**config.mk**
```make
export PLATFORM = sky130hd
export DESIGN_NAME = fia_access_ctrl
export DESIGN_NICKNAME = d
export VERILOG_FILES = /design/src/verilog/fia_pkg.sv /design/src/verilog/fia_access_ctrl.sv /design/src/verilog/fia_region_check.sv /design/src/verilog/fia_write_timer.sv
export SDC_FILE = /design/constraint.sdc
export NUM_CORES = 1
export LEC_CHECK = 0
export BUFFER_PORTS_ARGS = -buffer_cell sky130_fd_sc_hd__buf_2
export CORE_MARGIN = 2
export CORE_UTILIZATION = 45
export DETAILED_ROUTE_END_ITERATION = 6
export GPL_ROUTABILITY_DRIVEN = 0
export HOLD_SLACK_MARGIN = 0.12
export PLACE_DENSITY = 0.82
export SYNTH_ARGS = -nofsm -noshare
export SYNTH_HDL_FRONTEND = slang
export SYNTH_SLANG_ARGS = --single-unit
```
**constraint.sdc**
```tcl
create_clock -name core_clk -period 2.4 [get_ports core_clk]
set_clock_uncertainty 0.2 [all_clocks]
set_input_delay 0.12 -clock core_clk [delete_from_list [all_inputs] [get_ports core_clk]]
set_output_delay 0.12 -clock core_clk [all_outputs]
set_load 0.01 [all_outputs]
```
**src/verilog/fia_pkg.sv**
```systemverilog
/*
  Constants and the state type of the flash in-application access block.
  Assumes a single 200 MHz core clock and a 16K-byte flash behind the block.
*/
`default_nettype none

package fia_pkg;

    // clock and write timing
    localparam int CLK_MHZ = 200;
    localparam int WRITE_MIN_US = 200;
    localparam int WRITE_MAX_US = 500;
    localparam int WRITE_CYCLES = WRITE_MIN_US * CLK_MHZ;

    // special register addresses
    localparam logic [7:0] SFR_SOFT_CMD = 8'h97;
    localparam logic [7:0] SFR_WRITE_ARM = 8'hC9;
    localparam logic [7:0] SFR_CTRL_LOW = 8'hF7;

    // command keys
    localparam logic [7:0] WIDE_UNLOCK_KEY = 8'h65;
    localparam logic [7:0] WRITE_ARM_KEY = 8'h47;

    // field positions
    localparam int WIDE_BIT = 0;
    localparam int ARM_BIT = 7;
    localparam int LOCK_BIT = 1;

    // reset values
    localparam logic WIDE_RST = 1'b0;
    localparam logic ARM_RST = 1'b0;
    localparam logic LOCK_RST = 1'b1;
    localparam logic [7:0] CTRL_LOW_RST = 8'h00;

    // flash map, 14-bit byte address of the 16K space
    localparam int FLASH_AW = 14;
    localparam logic [FLASH_AW-1:0] LOCK_AREA_END = 14'h01FF;
    localparam logic [FLASH_AW-1:0] MAIN_AREA_END = 14'h3EFF;
    localparam logic [FLASH_AW-1:0] FREE_AREA_END = 14'h3FFB;
    localparam logic [FLASH_AW-1:0] CFG_TOP_ADDR = 14'h3FFF;
    localparam logic [1:0] FLASH_WINDOW = 2'h0;

    typedef struct packed {
        logic wide;
        logic arm;
        logic loaded;
        logic lock;
        logic [7:0] ctrlLow;
        logic [7:0] sfrRd;
        logic sfrHit;
        logic [7:0] xRd;
        logic xDen;
        logic [7:0] codeRd;
        logic codeDen;
        logic wrPulse;
        logic [FLASH_AW-1:0] wrAddr;
        logic [7:0] wrData;
    } fia_state_s;

endpackage

`default_nettype wire

```
**src/verilog/fia_access_ctrl.sv**
```systemverilog
/*
  Flash in-application access control: special registers, permission gating of
  data-space and code-space flash accesses, and the core stall during a write.
  Assumes a flash macro with combinational read and a one-cycle byte-write
  strobe, and a core that holds its request while stalled.
*/
`default_nettype none

module fia_access_ctrl
    import fia_pkg::*;
#(
    parameter int WRITE_CYC = WRITE_CYCLES,
    parameter int CNT_W = 16
)
(
    // clock and reset
    input wire logic core_clk,
    input wire logic resetn,
    // special register port
    input wire logic [7:0] sfrAddr,
    input wire logic sfrWrEn,
    input wire logic [7:0] sfrWrData,
    input wire logic sfrRdEn,
    output logic [7:0] sfrRdData,
    output logic sfrRdHit,
    // external-data moves
    input wire logic [15:0] xAddr,
    input wire logic xWrEn,
    input wire logic [7:0] xWrData,
    input wire logic xRdEn,
    output logic [7:0] xRdData,
    output logic xDenied,
    // code-space moves
    input wire logic [FLASH_AW-1:0] codeAddr,
    input wire logic codeRdEn,
    output logic [7:0] codeRdData,
    output logic codeDenied,
    // core control
    output logic coreStall,
    output logic irqHold,
    // configuration bytes from flash
    input wire logic [7:0] cfgLowByte,
    input wire logic [7:0] cfgHighByte,
    output logic [7:0] ctrlLowByte,
    // flash macro
    output logic [FLASH_AW-1:0] flashRdAddr,
    input wire logic [7:0] flashRdData,
    output logic flashWrEn,
    output logic [FLASH_AW-1:0] flashWrAddr,
    output logic [7:0] flashWrData
);

    logic [1:0] rstSync_q;
    logic rstn;
    fia_state_s st_q;
    fia_state_s st_d;
    logic xFlash;
    logic xOk;
    logic codeOk;
    logic timerBusy;
    logic wrReq;
    logic wrOk;
    logic rdReq;

    // reset released through two flip-flops
    always_ff @(posedge core_clk or negedge resetn)
    begin
        if (!resetn)
            rstSync_q <= 2'h0;
        else
            rstSync_q <= {rstSync_q[0], 1'b1};
    end

    assign rstn = rstSync_q[1];

    assign xFlash = xAddr[15:14] == FLASH_WINDOW;

    fia_region_check u_data_region (
        .addr (xAddr[FLASH_AW-1:0]),
        .dataSpace (1'b1),
        .lock (st_q.lock),
        .wide (st_q.wide),
        .allowed (xOk)
    );

    fia_region_check u_code_region (
        .addr (codeAddr),
        .dataSpace (1'b0),
        .lock (st_q.lock),
        .wide (st_q.wide),
        .allowed (codeOk)
    );

    fia_write_timer #(
        .CYCLES (WRITE_CYC),
        .CNT_W (CNT_W)
    ) u_write_timer (
        .core_clk (core_clk),
        .rstn (rstn),
        .start (wrOk),
        .busy (timerBusy)
    );

    // a request arriving while the write runs is held off by the stall
    assign wrReq = xWrEn && xFlash && !timerBusy;
    assign wrOk = wrReq && xOk && st_q.arm;
    assign rdReq = xRdEn && xFlash && !timerBusy;

    // single read port: data-space read has the address when both arrive
    assign flashRdAddr = (xRdEn && xFlash) ? xAddr[FLASH_AW-1:0] : codeAddr;

    always_comb
    begin
        st_d = st_q;
        st_d.sfrHit = 1'b0;
        st_d.xDen = 1'b0;
        st_d.codeDen = 1'b0;
        st_d.wrPulse = 1'b0;

        // configuration capture in the first cycle after release
        if (!st_q.loaded)
        begin
            st_d.loaded = 1'b1;
            st_d.ctrlLow = cfgLowByte;
            st_d.lock = cfgHighByte[LOCK_BIT];
        end

        // special register writes
        if (sfrWrEn)
        begin
            case (sfrAddr)
                SFR_SOFT_CMD:
                    st_d.wide = sfrWrData == WIDE_UNLOCK_KEY;
                SFR_WRITE_ARM:
                    st_d.arm = sfrWrData == WRITE_ARM_KEY;
                SFR_CTRL_LOW:
                    st_d.ctrlLow = sfrWrData;
                default:
                    st_d.ctrlLow = st_d.ctrlLow;
            endcase
        end

        // special register reads, answered one cycle later
        if (sfrRdEn)
        begin
            st_d.sfrRd = 8'h00;
            st_d.sfrHit = 1'b1;
            case (sfrAddr)
                SFR_SOFT_CMD:
                    st_d.sfrRd[WIDE_BIT] = st_q.wide;
                SFR_WRITE_ARM:
                    st_d.sfrRd[ARM_BIT] = st_q.arm;
                SFR_CTRL_LOW:
                    st_d.sfrRd = st_q.ctrlLow;
                default:
                    st_d.sfrHit = 1'b0;
            endcase
        end

        // data-space byte write: no erase, one byte per request
        if (wrOk)
        begin
            st_d.wrPulse = 1'b1;
            st_d.wrAddr = xAddr[FLASH_AW-1:0];
            st_d.wrData = xWrData;
        end

        // forbidden data access is flagged and goes nowhere
        if ((wrReq || rdReq) && !xOk)
            st_d.xDen = 1'b1;

        // data-space read with no added wait
        if (rdReq)
            st_d.xRd = xOk ? flashRdData : 8'h00;

        // code-space read with no added wait
        if (codeRdEn && !timerBusy)
        begin
            st_d.codeRd = codeOk ? flashRdData : 8'h00;
            st_d.codeDen = !codeOk;
        end
    end

    always_ff @(posedge core_clk or negedge rstn)
    begin
        if (!rstn)
        begin
            st_q <= '0;
            st_q.wide <= WIDE_RST;
            st_q.arm <= ARM_RST;
            st_q.lock <= LOCK_RST;
            st_q.ctrlLow <= CTRL_LOW_RST;
        end
        else
        begin
            st_q <= st_d;
        end
    end

    assign sfrRdData = st_q.sfrRd;
    assign sfrRdHit = st_q.sfrHit;
    assign xRdData = st_q.xRd;
    assign xDenied = st_q.xDen;
    assign codeRdData = st_q.codeRd;
    assign codeDenied = st_q.codeDen;
    assign ctrlLowByte = st_q.ctrlLow;
    assign flashWrEn = st_q.wrPulse;
    assign flashWrAddr = st_q.wrAddr;
    assign flashWrData = st_q.wrData;
    // the core halts while the write runs; timers and other blocks do not
    assign coreStall = timerBusy;
    // interrupts raised during the stall wait for the core to resume
    assign irqHold = timerBusy;
endmodule

`default_nettype wire

```
**src/verilog/fia_region_check.sv**
```systemverilog
/*
  Sector permission decode for one flash address.
  Assumes lock and wide-area flags already registered by the caller.
*/
`default_nettype none

module fia_region_check
    import fia_pkg::*;
(
    // address and kind of access
    input wire logic [FLASH_AW-1:0] addr,
    input wire logic dataSpace,
    // permission state
    input wire logic lock,
    input wire logic wide,
    // verdict
    output logic allowed
);

    always_comb
    begin
        if (addr <= LOCK_AREA_END)
            allowed = !lock && (!dataSpace || wide);
        else if (addr <= MAIN_AREA_END)
            allowed = !dataSpace || wide;
        else if (addr <= FREE_AREA_END)
            allowed = 1'b1;
        else if (addr != CFG_TOP_ADDR)
            allowed = !dataSpace || wide;
        else
            allowed = !dataSpace;
    end

endmodule

`default_nettype wire

```
**src/verilog/fia_write_timer.sv**
```systemverilog
/*
  Counts the flash write time and holds busy through it.
  Assumes start only while not busy, on the same clock and reset as the caller.
*/
`default_nettype none

module fia_write_timer
    import fia_pkg::*;
#(
    parameter int CYCLES = WRITE_CYCLES,
    parameter int CNT_W = 16
)
(
    // clock and reset
    input wire logic core_clk,
    input wire logic rstn,
    // control
    input wire logic start,
    output logic busy
);

    typedef struct packed {
        logic busy;
        logic [CNT_W-1:0] cnt;
    } fia_timer_s;

    localparam logic [CNT_W-1:0] LOAD = CNT_W'(CYCLES - 1);

    fia_timer_s st_q;
    fia_timer_s st_d;

    always_comb
    begin
        st_d = st_q;
        if (st_q.busy)
        begin
            if (st_q.cnt == '0)
                st_d.busy = 1'b0;
            else
                st_d.cnt = st_q.cnt - CNT_W'(1);
        end
        else if (start)
        begin
            st_d.busy = 1'b1;
            st_d.cnt = LOAD;
        end
    end

    always_ff @(posedge core_clk or negedge rstn)
    begin
        if (!rstn)
            st_q <= '0;
        else
            st_q <= st_d;
    end

    assign busy = st_q.busy;
endmodule

`default_nettype wire

```
==> key figures, run 1 <==
Pwr
  • Peak VDD IR: 0.3196 mV
  • Sequential share of power: between 40 and 50%
  • Pleak: 2.811 nW
  • Net switching power figure: 0.6411 mW
  • Clock group share of total power: 40.0%
  • Switch share: 21.89%
  • Pwr dens: 527.4 nW/µm²
  • Logic pwr share: about 11%
  • Int Pwr: 2.288 mW

CTS
  • CTS buffer count: 9
  • CTS sink count: 81
  • Clock latency on the worst-skew pair: 340 ps
  • Setup bufs post-CTS: 0
  • Clock-pin transition on the worst setup and hold timing paths: about 70 ps
  • Clk root buf: clkbuf_8
  • H-tree levels: 3
  • CTS Buffer Depth: 2
  • CTS tree: yes

Routing
  • Via count: 3756
  • Post-Route WL: 11520 µm
  • Initial DRT Pass Iterations: 4
  • Post-DR wirelength/cell: 16.02 µm
  • Iter 0 DRT Violations: between 150 and 200
  • Via density: approximately 5.2
  • Final ANT Viol Nets: 0
  • DRC violations left: 0

Layout
  • Nets: 692
  • Share of post-route cells with drive strength above 1: 35.03%
  • Fillers: 727
  • Commonest non-fill, non-tap cell in the layout: buf_2
  • Final Core Density: 60.96%
  • Commonest non-fill, non-tap cells in the layout: buf_2 (151), nand2_1 (103), dfrtp_1 (79)
  • Area growth syn-to-layout: 33.07%
  • N_diodes: 0
  • Layout Cells excl Fill: between 700 and 800

Floorplanning
  • Initial Util: 45.81%
  • Die Wd: 100.3 µm
  • # rows: 35
  • Die area: approximately 10000 µm²
  • Die height: 100.3 µm
  • Core Area: 9109 µm²
  • I/O Pins: around 160

Timing
  • Setup violations, final: 0
  • FMAX: 438.9 MHz
  • Post-route setup TNS: 0 ps
  • Tcrit/Tclk final: between 90% and 100%
  • Fin. Hold Viols: 0
  • Hold WS: 66.15 ps
  • Slew margin rel.: 48.51%
  • Final slew viol count: 0
  • RSZ-0062 raised after global routing: no
  • Setup WS post-layout: 121.6 ps
  • Min cycle time layout: roughly 2300 ps
  • Worst-margin pin slew: 772.4 ps

Placement
  • Placed insts: about 640
  • Post-DP HPWL: about 7500 µm
  • # port buffers: ~150
  • Pre-CTS WS: 104.2 ps

Critical path
  • CP peak stage delay: 590 ps
  • Crit path launch: sfrAddr[4]
  • Most used cell, CP: dlygate4sd3_1
  • RR Startpoint: u_write_timer.st_q[1]$_DFFE_PN0P_
  • Req. time, crit path: 2420 ps
  • CP max stage cell: dlygate4sd3_1
  • CP max FO: 16
  • Crit path kind: in2reg
  • Crit path capture type: register
  • Cell Chain, Critical Path: dlygate4sd3_1 > buf_2 > nand2_1 > nor3_2 > buf_4 > nand2_2 > nor2_1 > a21oi_1 > dlygate4sd3_1
  • Critical Path AT: roughly 2300 ps
  • Worst Setup Start Kind: input pin

Yosys
  • Synth Instances: 437
  • Sequential area share after synthesis: 48.61%
  • Post-Synthesis Cell Area: ~4200 µm²
  • Synth Flop Type: dfrtp_1
  • Area contributors post-synth: dfrtp_1 (48%), buf_4 (10%), nand2_1 (9.4%)
  • Post-synthesis async set-or-reset flop share: 100.0%
  • Syn avg cell area: approximately 9.5 µm²
  • YS warnings: 0
  • Yosys reg bits: 81
  • Top cell type's share of synthesized area: 47.98%
  • Post-synth EDFFs: 0
  • Unique masters post-synth: 52
  • Yosys top cell by area: dfrtp_1

Outcome
  • Status: complete, no violations

Global routing
  • GRT Overall Usage: 23.49%
  • Initial antenna violation count: 0
  • Largest net degree at the start of global routing: 60
  • First-pass GRT wire length: 18490 µm
  • Vias in the first global route: 3948
  • Total gr overflow: 0

Flow run
  • Max-Cap Viols: 0

Worst hold path
  • Worst min path class: in2reg
  • Min-Delay Startpoint: sfrAddr[7]
timing repair:
action / in CTS / in global routing
endpoints found under the setup margin: 0 / 10
hold buffers: 63 / 0
endpoints found under the hold margin: 62 / 0
resized for setup: 0 / 6
critical path, delay by kind of cell:
kind / cells / cell delay [ps]
AO/OA/AOI/OAI: 1 / 60
AND/OR/NAND/NOR: 4 / 650
buffers and inverters: 4 / 1470
power by group through the flow:
stage	Sequential [mW]	Combinational [mW]	Clock, mW
floorplan	1.45	0.122	0
global placement	1.46	0.223	0
detailed placement	1.46	0.229	0
CTS	1.43	0.311	1.20
global route	1.44	0.347	1.27
finish	1.43	0.322	1.17
per-layer routing:
metal	part of all wire [%]	track usage [%]	vias to the layer above
li1	-	-	1760
met1	38	26.73	1786
met2	52	40.84	164
met3	6.0	4.178	46
met4	4.3	14.54	0
met5	0	0	-
cell type report:
cell class / instances / area, µm² / share of cell area [%]
Multi-Input combinational cell: 274 / 1617 / 29.11
Timing Repair Buffer: 229 / 1496 / 26.95
Clock inverter: 3 / 90.09 / 1.622
Sequential cell: 81 / 2032 / 36.59
Tap cell: 111 / 138.9 / 2.501
Clock buffer: 11 / 141.4 / 2.546
Inverter: 10 / 37.54 / 0.6760
Yosys cell counts (all sizes together), types with 2 or more instances:
cell type  number
clkbuf          9
or3b            2
a21o            2
buf            64
inv            10
nand2b          3
nand4b          2
or4b            3
o31a            2
mux2           16
nor2b           2
mux2i          10
a22o            8
nand2         105
ha              2
a22oi           3
nor2           13
nand4           9
a21oi          13
xor2            8
o21ai          17
nor3b           4
nand3b          3
nor4            7
nor3           10
nand3          13
and2            3
dfrtp          80
through the flow:
stage               cell area, µm²  power [mW]
finish                        5553       2.929
global placement              4682       1.682
global route                  5553       3.062
detailed placement            4682       1.691
floorplan                     4178       1.574
CTS                           5544       2.946
logic make-up after synthesis:
group | share of synthesized area [%]
flip-flops | 48.61
adder cells (fa/ha/maj) | 0.5996
AO/OA/AOI/OAI | 7.706
multiplexers | 6.717
other | 0.08987
buffers and inverters | 13.31
XOR/XNOR | 1.889
AND/OR/NAND/NOR | 21.08
registers in the layout, summed over array words and instances (netlist names):
signal / cells
codeDenied: 1
codeRdData: 8
ctrlLowByte: 8
flashWrAddr: 14
flashWrData: 8
flashWrEn: 1
rstSync_q: 2
sfrRdData: 8
sfrRdHit: 1
st_q: 4
u_write_timer.busy: 1
u_write_timer.st_q: 16
xDenied: 1
xRdData: 8
worst paths after layout:
path | to | slack [ps] | depth (start not counted)
worst max-delay path | ctrlLowByte[0]$_DFF_PN0_ | 120 | 9
worst min-delay path | st_q[61]$_DFFE_PN0P_ | 70 | 5
worst max register to register | u_write_timer.st_q[14]$_DFFE_PN0P_ | 130 | 7
worst min register to register | rstSync_q[1]$_DFF_PN0_ | 160 | 0
max in group asynchronous | xRdData[4]$_DFFE_PN0P_ | 1110 | 1
min in group asynchronous | flashWrAddr[11]$_DFFE_PN0P_ | 190 | 0
Note: power is estimated with default switching activity, not from simulation.
==> inputs of run 2 (changes only) <==
--- a/config.mk
+++ b/config.mk
@@ -5,13 +5,14 @@
 export SDC_FILE = /design/constraint.sdc
 export NUM_CORES = 1
 export LEC_CHECK = 0
+export ABC_AREA = 0
 export BUFFER_PORTS_ARGS = -buffer_cell sky130_fd_sc_hd__buf_2
 export CORE_MARGIN = 2
-export CORE_UTILIZATION = 45
+export CORE_UTILIZATION = 49
 export DETAILED_ROUTE_END_ITERATION = 6
 export GPL_ROUTABILITY_DRIVEN = 0
 export HOLD_SLACK_MARGIN = 0.12
-export PLACE_DENSITY = 0.82
+export PLACE_DENSITY = 0.85
 export SYNTH_ARGS = -nofsm -noshare
 export SYNTH_HDL_FRONTEND = slang
 export SYNTH_SLANG_ARGS = --single-unit
==> constraint.sdc (replaced) <==
create_clock -name core_clk -period 2.7 [get_ports core_clk]
set_clock_uncertainty 0.2 [all_clocks]
set_input_delay 0.135 -clock core_clk [delete_from_list [all_inputs] [get_ports core_clk]]
set_output_delay 0.135 -clock core_clk [all_outputs]
set_load 0.01 [all_outputs]
==> key figures, run 2 (synthesis gave the netlist of run 1 again) <==
Layout
  • Fillers: 629
  • Area growth syn-to-layout: 29.98%
  • Largest Register: u_write_timer.st_q
  • Max reg flops: 16
  • Share of post-route cells with drive strength above 1: 33.44%
  • N_diodes: 0
  • Nets: 686
  • Commonest non-fill, non-tap cell in the layout: buf_2
  • Commonest non-fill, non-tap cells in the layout: buf_2 (151), nand2_1 (104), dfrtp_1 (79)

Timing
  • Final slew viol count: 0
  • Worst-margin pin slew: 1006 ps
  • Post-route setup TNS: 0 ps
  • Setup violations, final: 0
  • Tcrit/Tclk final: 95.21%
  • FMAX: 389.0 MHz
  • Min cycle time layout: 2571 ps
  • RSZ-0062 raised after global routing: no
  • Setup WS post-layout: between 100 and 150 ps
  • Slew margin rel.: 32.92%
  • Fin. Hold Viols: 0

Floorplanning
  • Initial Util: 50.78%
  • Die area: ~9300 µm²
  • Die Wd: 96.28 µm
  • Die height: 96.28 µm
  • Core Area: 8217 µm²
  • I/O Pins: between 150 and 200
  • # rows: 33

Placement
  • Pre-CTS WS: about 420 ps
  • # port buffers: between 150 and 200
  • Post-DP HPWL: 7260 µm

Global routing
  • Total gr overflow: 0
  • First-pass GRT wire length: 17850 µm
  • Initial antenna violation count: 0
  • Vias in the first global route: 3765
  • Largest net degree at the start of global routing: 80
  • GRT Overall Usage: about 25%

CTS
  • Clk root buf: clkbuf_8
  • Clock latency on the worst-skew pair: 350 ps
  • CTS buffer count: 9
  • CTS Buffer Depth: 2
  • CTS tree: yes
  • Clock-pin transition on the worst setup and hold timing paths: 90 ps
  • H-tree levels: 3
  • CTS sink count: 81

Critical path
  • CP max FO: 2
  • CP max stage cell: dlygate4sd3_1
  • Worst R2R Setup Slack: 360 ps
  • Crit path kind: in2reg
  • Req. time, crit path: 2800 ps
  • Critical Path AT: 2670 ps
  • Most used cell, CP: dlygate4sd3_1
  • WP buf/inv: 4
  • Worst Setup Start Kind: input pin
  • CP peak stage delay: 700 ps
  • Crit path capture type: register
  • Top cell family by delay on the critical path: buffers and inverters
  • Cell Chain, Critical Path: dlygate4sd3_1 > buf_2 > nand2_1 > nor4_1 > dlygate4sd3_1 > o31a_1 > dlygate4sd3_1

Pwr
  • Total power: 2.351 mW
  • Pwr dens: ~430 nW/µm²
  • Peak VDD IR: 0.2462 mV
  • Pleak: roughly 2.8 nW

Routing
  • Initial DRT Pass Iterations: 5
  • Final ANT Viol Nets: 0
  • Post-Route WL: 11610 µm
  • Post-DR wirelength/cell: 16.38 µm
  • Iter 0 DRT Violations: 232
  • Via count: approximately 3800
  • Via density: 5.341
  • DRC violations left: 0

Worst hold path
  • Worst min path class: in2reg

Outcome
  • Status: complete, no violations

Flow run
  • Max-Cap Viols: 0
## run 2: changes by cell type in the layout (fill, tap and decap cells not counted), sizes merged
| cell | delta |
|---|---|
| clkinv | +4 |
| buf | -7 |
| dlygate4sd3 | +1 |
| bufinv | -3 |
| inv | +1 |
| clkinvlp | +1 |
| clkbuf | -1 |
## run 2: where the power goes
group / internal, mW / leakage (nW) / switching (mW)
logic: 0.162 / 1.63 / 0.115
registers: 1.24 / 1.03 / 0.0453
clock network: 0.338 / 0.0866 / 0.453
## run 2: layout make-up
class	count	area (µm²)	share of cell area, %
clock buffer	10	127.6	2.353
clock inverter	6	43.79	0.8074
inverter	10	37.54	0.6920
multi-input combinational	274	1598	29.46
sequential	81	2032	37.46
tap	105	131.4	2.422
timing repair buffer	223	1454	26.81
## run 2: stage by stage
stage | util, % | cell area (µm²) | std cells | hold slack [ps]
5_1_grt | 66.01 | 5424 | 709 | 161.5
4_1_cts | 66.01 | 5424 | 709 | 125.5
3_5_place_dp | 56.25 | 4622 | 630 | -278.0
2_1_floorplan | - | 4177 | 438 | -360.6
6_report | 66.01 | 5424 | 709 | 140.6
3_3_place_gp | 56.25 | 4622 | 630 | -280.3
## run 2: timing repair
action | 4_1_cts | 5_1_grt
buffers inserted | 0 | 0
resized for setup | 0 | 0
setup endpoints to repair | 0 | 0
hold buffers | 63 | 0
hold endpoints to repair | 62 | 0
## run 2: final timing paths
check                                             startpoint  depth (start not counted)                                  to
max reg2reg                u_write_timer.st_q[0]$_DFFE_PN0P_                          7  u_write_timer.st_q[14]$_DFFE_PN0P_
min in group asynchronous             rstSync_q[1]$_DFF_PN0_                          0         flashWrAddr[10]$_DFFE_PN0P_
min reg2reg                           rstSync_q[0]$_DFF_PN0_                          0              rstSync_q[1]$_DFF_PN0_
max                                               sfrAddr[2]                          7                  sfrRdHit$_DFF_PN0_
max in group asynchronous             rstSync_q[1]$_DFF_PN0_                          0          flashWrData[5]$_DFFE_PN0P_
min                                               sfrAddr[5]                          6            sfrRdData[2]$_DFFE_PN0P_
## run 2: metal layers
layer	wire length (µm)	part of all wire, %	global-route usage (%)
met5	0	0	0
met4	275	2.4	12.02
met3	804	6.9	4.777
met2	5901	51	43.92
met1	4629	40	30.30
## run 2: tightest hold or removal path: stages
cell	delay [ps]
buf_2	110
nand3_1	80
nor3_2	40
buf_4	150
nand3_1	80
o21ai_0	70
==> inputs of run 3 (changes only) <==
--- a/config.mk
+++ b/config.mk
@@ -12,7 +12,7 @@
 export DETAILED_ROUTE_END_ITERATION = 6
 export GPL_ROUTABILITY_DRIVEN = 0
 export HOLD_SLACK_MARGIN = 0.12
-export PLACE_DENSITY = 0.85
+export PLACE_DENSITY = 0.78
 export SYNTH_ARGS = -nofsm -noshare
 export SYNTH_HDL_FRONTEND = slang
 export SYNTH_SLANG_ARGS = --single-unit
==> key figures, run 3 (synthesis gave the netlist of run 1 again) <==
Outcome
  • Status: complete, no violations

CTS
  • Cts hold-fix bufs: 60
  • Clock-pin transition on the worst setup and hold timing paths: 90 ps
  • CTS tree: yes
  • CTS buffer count: 9
  • CTS sink count: 81
  • Clock latency on the worst-skew pair: between 300 and 400 ps
  • H-tree levels: 3
  • Setup bufs post-CTS: 0
  • Clk root buf: clkbuf_8
  • CTS Buffer Depth: 2
  • CTS resizes: 0

Layout
  • Footprint of the multi-input gates: around 1600 µm²
  • Fillers: ~640
  • Share of post-route cells with drive strength above 1: 34.11%
  • Area growth syn-to-layout: 30.85%
  • Largest Register: u_write_timer.st_q
  • Final Core Density: 66.45%
  • Nets: 686
  • N_diodes: 0
  • Max reg flops: 16
  • Commonest non-fill, non-tap cell in the layout: buf_2
  • Storage element area: a little over 2000 µm²
  • Layout Cells excl Fill: 709
  • Commonest non-fill, non-tap cells in the layout: buf_2 (151), nand2_1 (104), dfrtp_1 (79)
  • Post-route design area: between 5000 and 6000 µm²

Timing
  • Tcrit/Tclk final: ~95%
  • FMAX: 390.9 MHz
  • Hold WS: around 140 ps
  • Setup WS post-layout: 141.5 ps
  • Slew margin rel.: 33.22%
  • Min cycle time layout: roughly 2600 ps
  • Fin. Hold Viols: 0
  • RSZ-0062 raised after global routing: no
  • Post-route setup TNS: 0 ps
  • Setup violations, final: 0
  • Final slew viol count: 0
  • Worst-margin pin slew: 1002 ps

Global routing
  • Largest net degree at the start of global routing: 80
  • Total gr overflow: 0
  • First-pass GRT wire length: 18200 µm
  • Vias in the first global route: 3850
  • Initial antenna violation count: 0
  • GRT Overall Usage: 25.99%

Pwr
  • Pwr dens: 458.2 nW/µm²
  • Peak VDD IR: 0.3492 mV
  • Pleak: 2.767 nW
  • Total power: ~2.5 mW

Placement
  • Placed insts: 633
  • # port buffers: 151
  • Post-DP HPWL: 7650 µm
  • Cell Area, Placed: 4644 µm²
  • Pre-CTS WS: 373.6 ps

Worst hold path
  • Worst min path class: in2reg

Critical path
  • CP peak stage delay: between 600 and 700 ps
  • Worst Setup Start Kind: register
  • Cell Chain, Critical Path: or4b_2 > nor3_1 > buf_4 > o21ai_0 > dlygate4sd3_1
  • CP max FO: 8
  • Req. time, crit path: 2740 ps
  • Critical Path AT: about 2600 ps
  • Crit path capture type: register
  • Crit path kind: reg2reg
  • CP max stage cell: or4b_2

Routing
  • Via count: 3747
  • Post-Route WL: 11580 µm
  • DRC violations left: 0
  • Iter 0 DRT Violations: 200
  • Initial DRT Pass Iterations: 5
  • Final ANT Viol Nets: 0
  • Via density: 5.285
  • Post-DR wirelength/cell: 16.33 µm

Floorplanning
  • # rows: 33
  • Initial Util: 50.78%
  • Die area: 9270 µm²
  • I/O Pins: 159
  • Core Area: 8217 µm²
  • Die height: 96.28 µm
  • Die Wd: 96.28 µm

Flow run
  • Max-Cap Viols: 0
## run 3: final cells by class
cell class,instances,share of cell area (%)
Clock buffer,12,3.025
Clock inverter,4,0.9166
Inverter,10,0.6874
Multi-Input combinational cell,274,29.26
Sequential cell,81,37.21
Tap cell,105,2.406
Timing Repair Buffer,223,26.49
## run 3: final timing paths
path                                         from                    endpoint  slack (ps)  cells after the start
setup / recovery             st_q[58]$_DFFE_PN1N_   codeRdData[0]$_DFFE_PN0P_         140                      5
hold / removal                          xAddr[14]      xRdData[1]$_DFFE_PN0P_         140                      4
setup reg to reg             st_q[58]$_DFFE_PN1N_   codeRdData[0]$_DFFE_PN0P_         140                      5
hold reg to reg            rstSync_q[0]$_DFF_PN0_      rstSync_q[1]$_DFF_PN0_         160                      0
max in group asynchronous  rstSync_q[1]$_DFF_PN0_  flashWrData[5]$_DFFE_PN0P_        1340                      0
min in group asynchronous  rstSync_q[1]$_DFF_PN0_          st_q[59]$_DFF_PN0_         310                      0
## run 3: worst max-delay path: cells and delay by family, from the launching register on
family	cells	cell delay [ps]
simple gates	2	860
buf+inv	2	730
flops	1	550
compound gates	1	100
## run 3: power by group
group          total (mW)  internal [mW]  switching (mW)  leakage, nW
clock               0.944          0.502           0.443        0.105
sequential           1.28           1.24          0.0431         1.03
combinational       0.277          0.162           0.115         1.63
total                2.50           1.90           0.601         2.77
## run 3: per-layer routing
layer | up-vias | wire [µm] | global-route usage [%] | share of wire [%]
li1 | 1745 | - | - | -
met1 | 1808 | 4911 | 31.75 | 42
met2 | 164 | 5661 | 44.56 | 49
met3 | 30 | 645 | 5.247 | 5.6
met4 | 0 | 359 | 10.95 | 3.1
met5 | - | 0 | 0 | 0
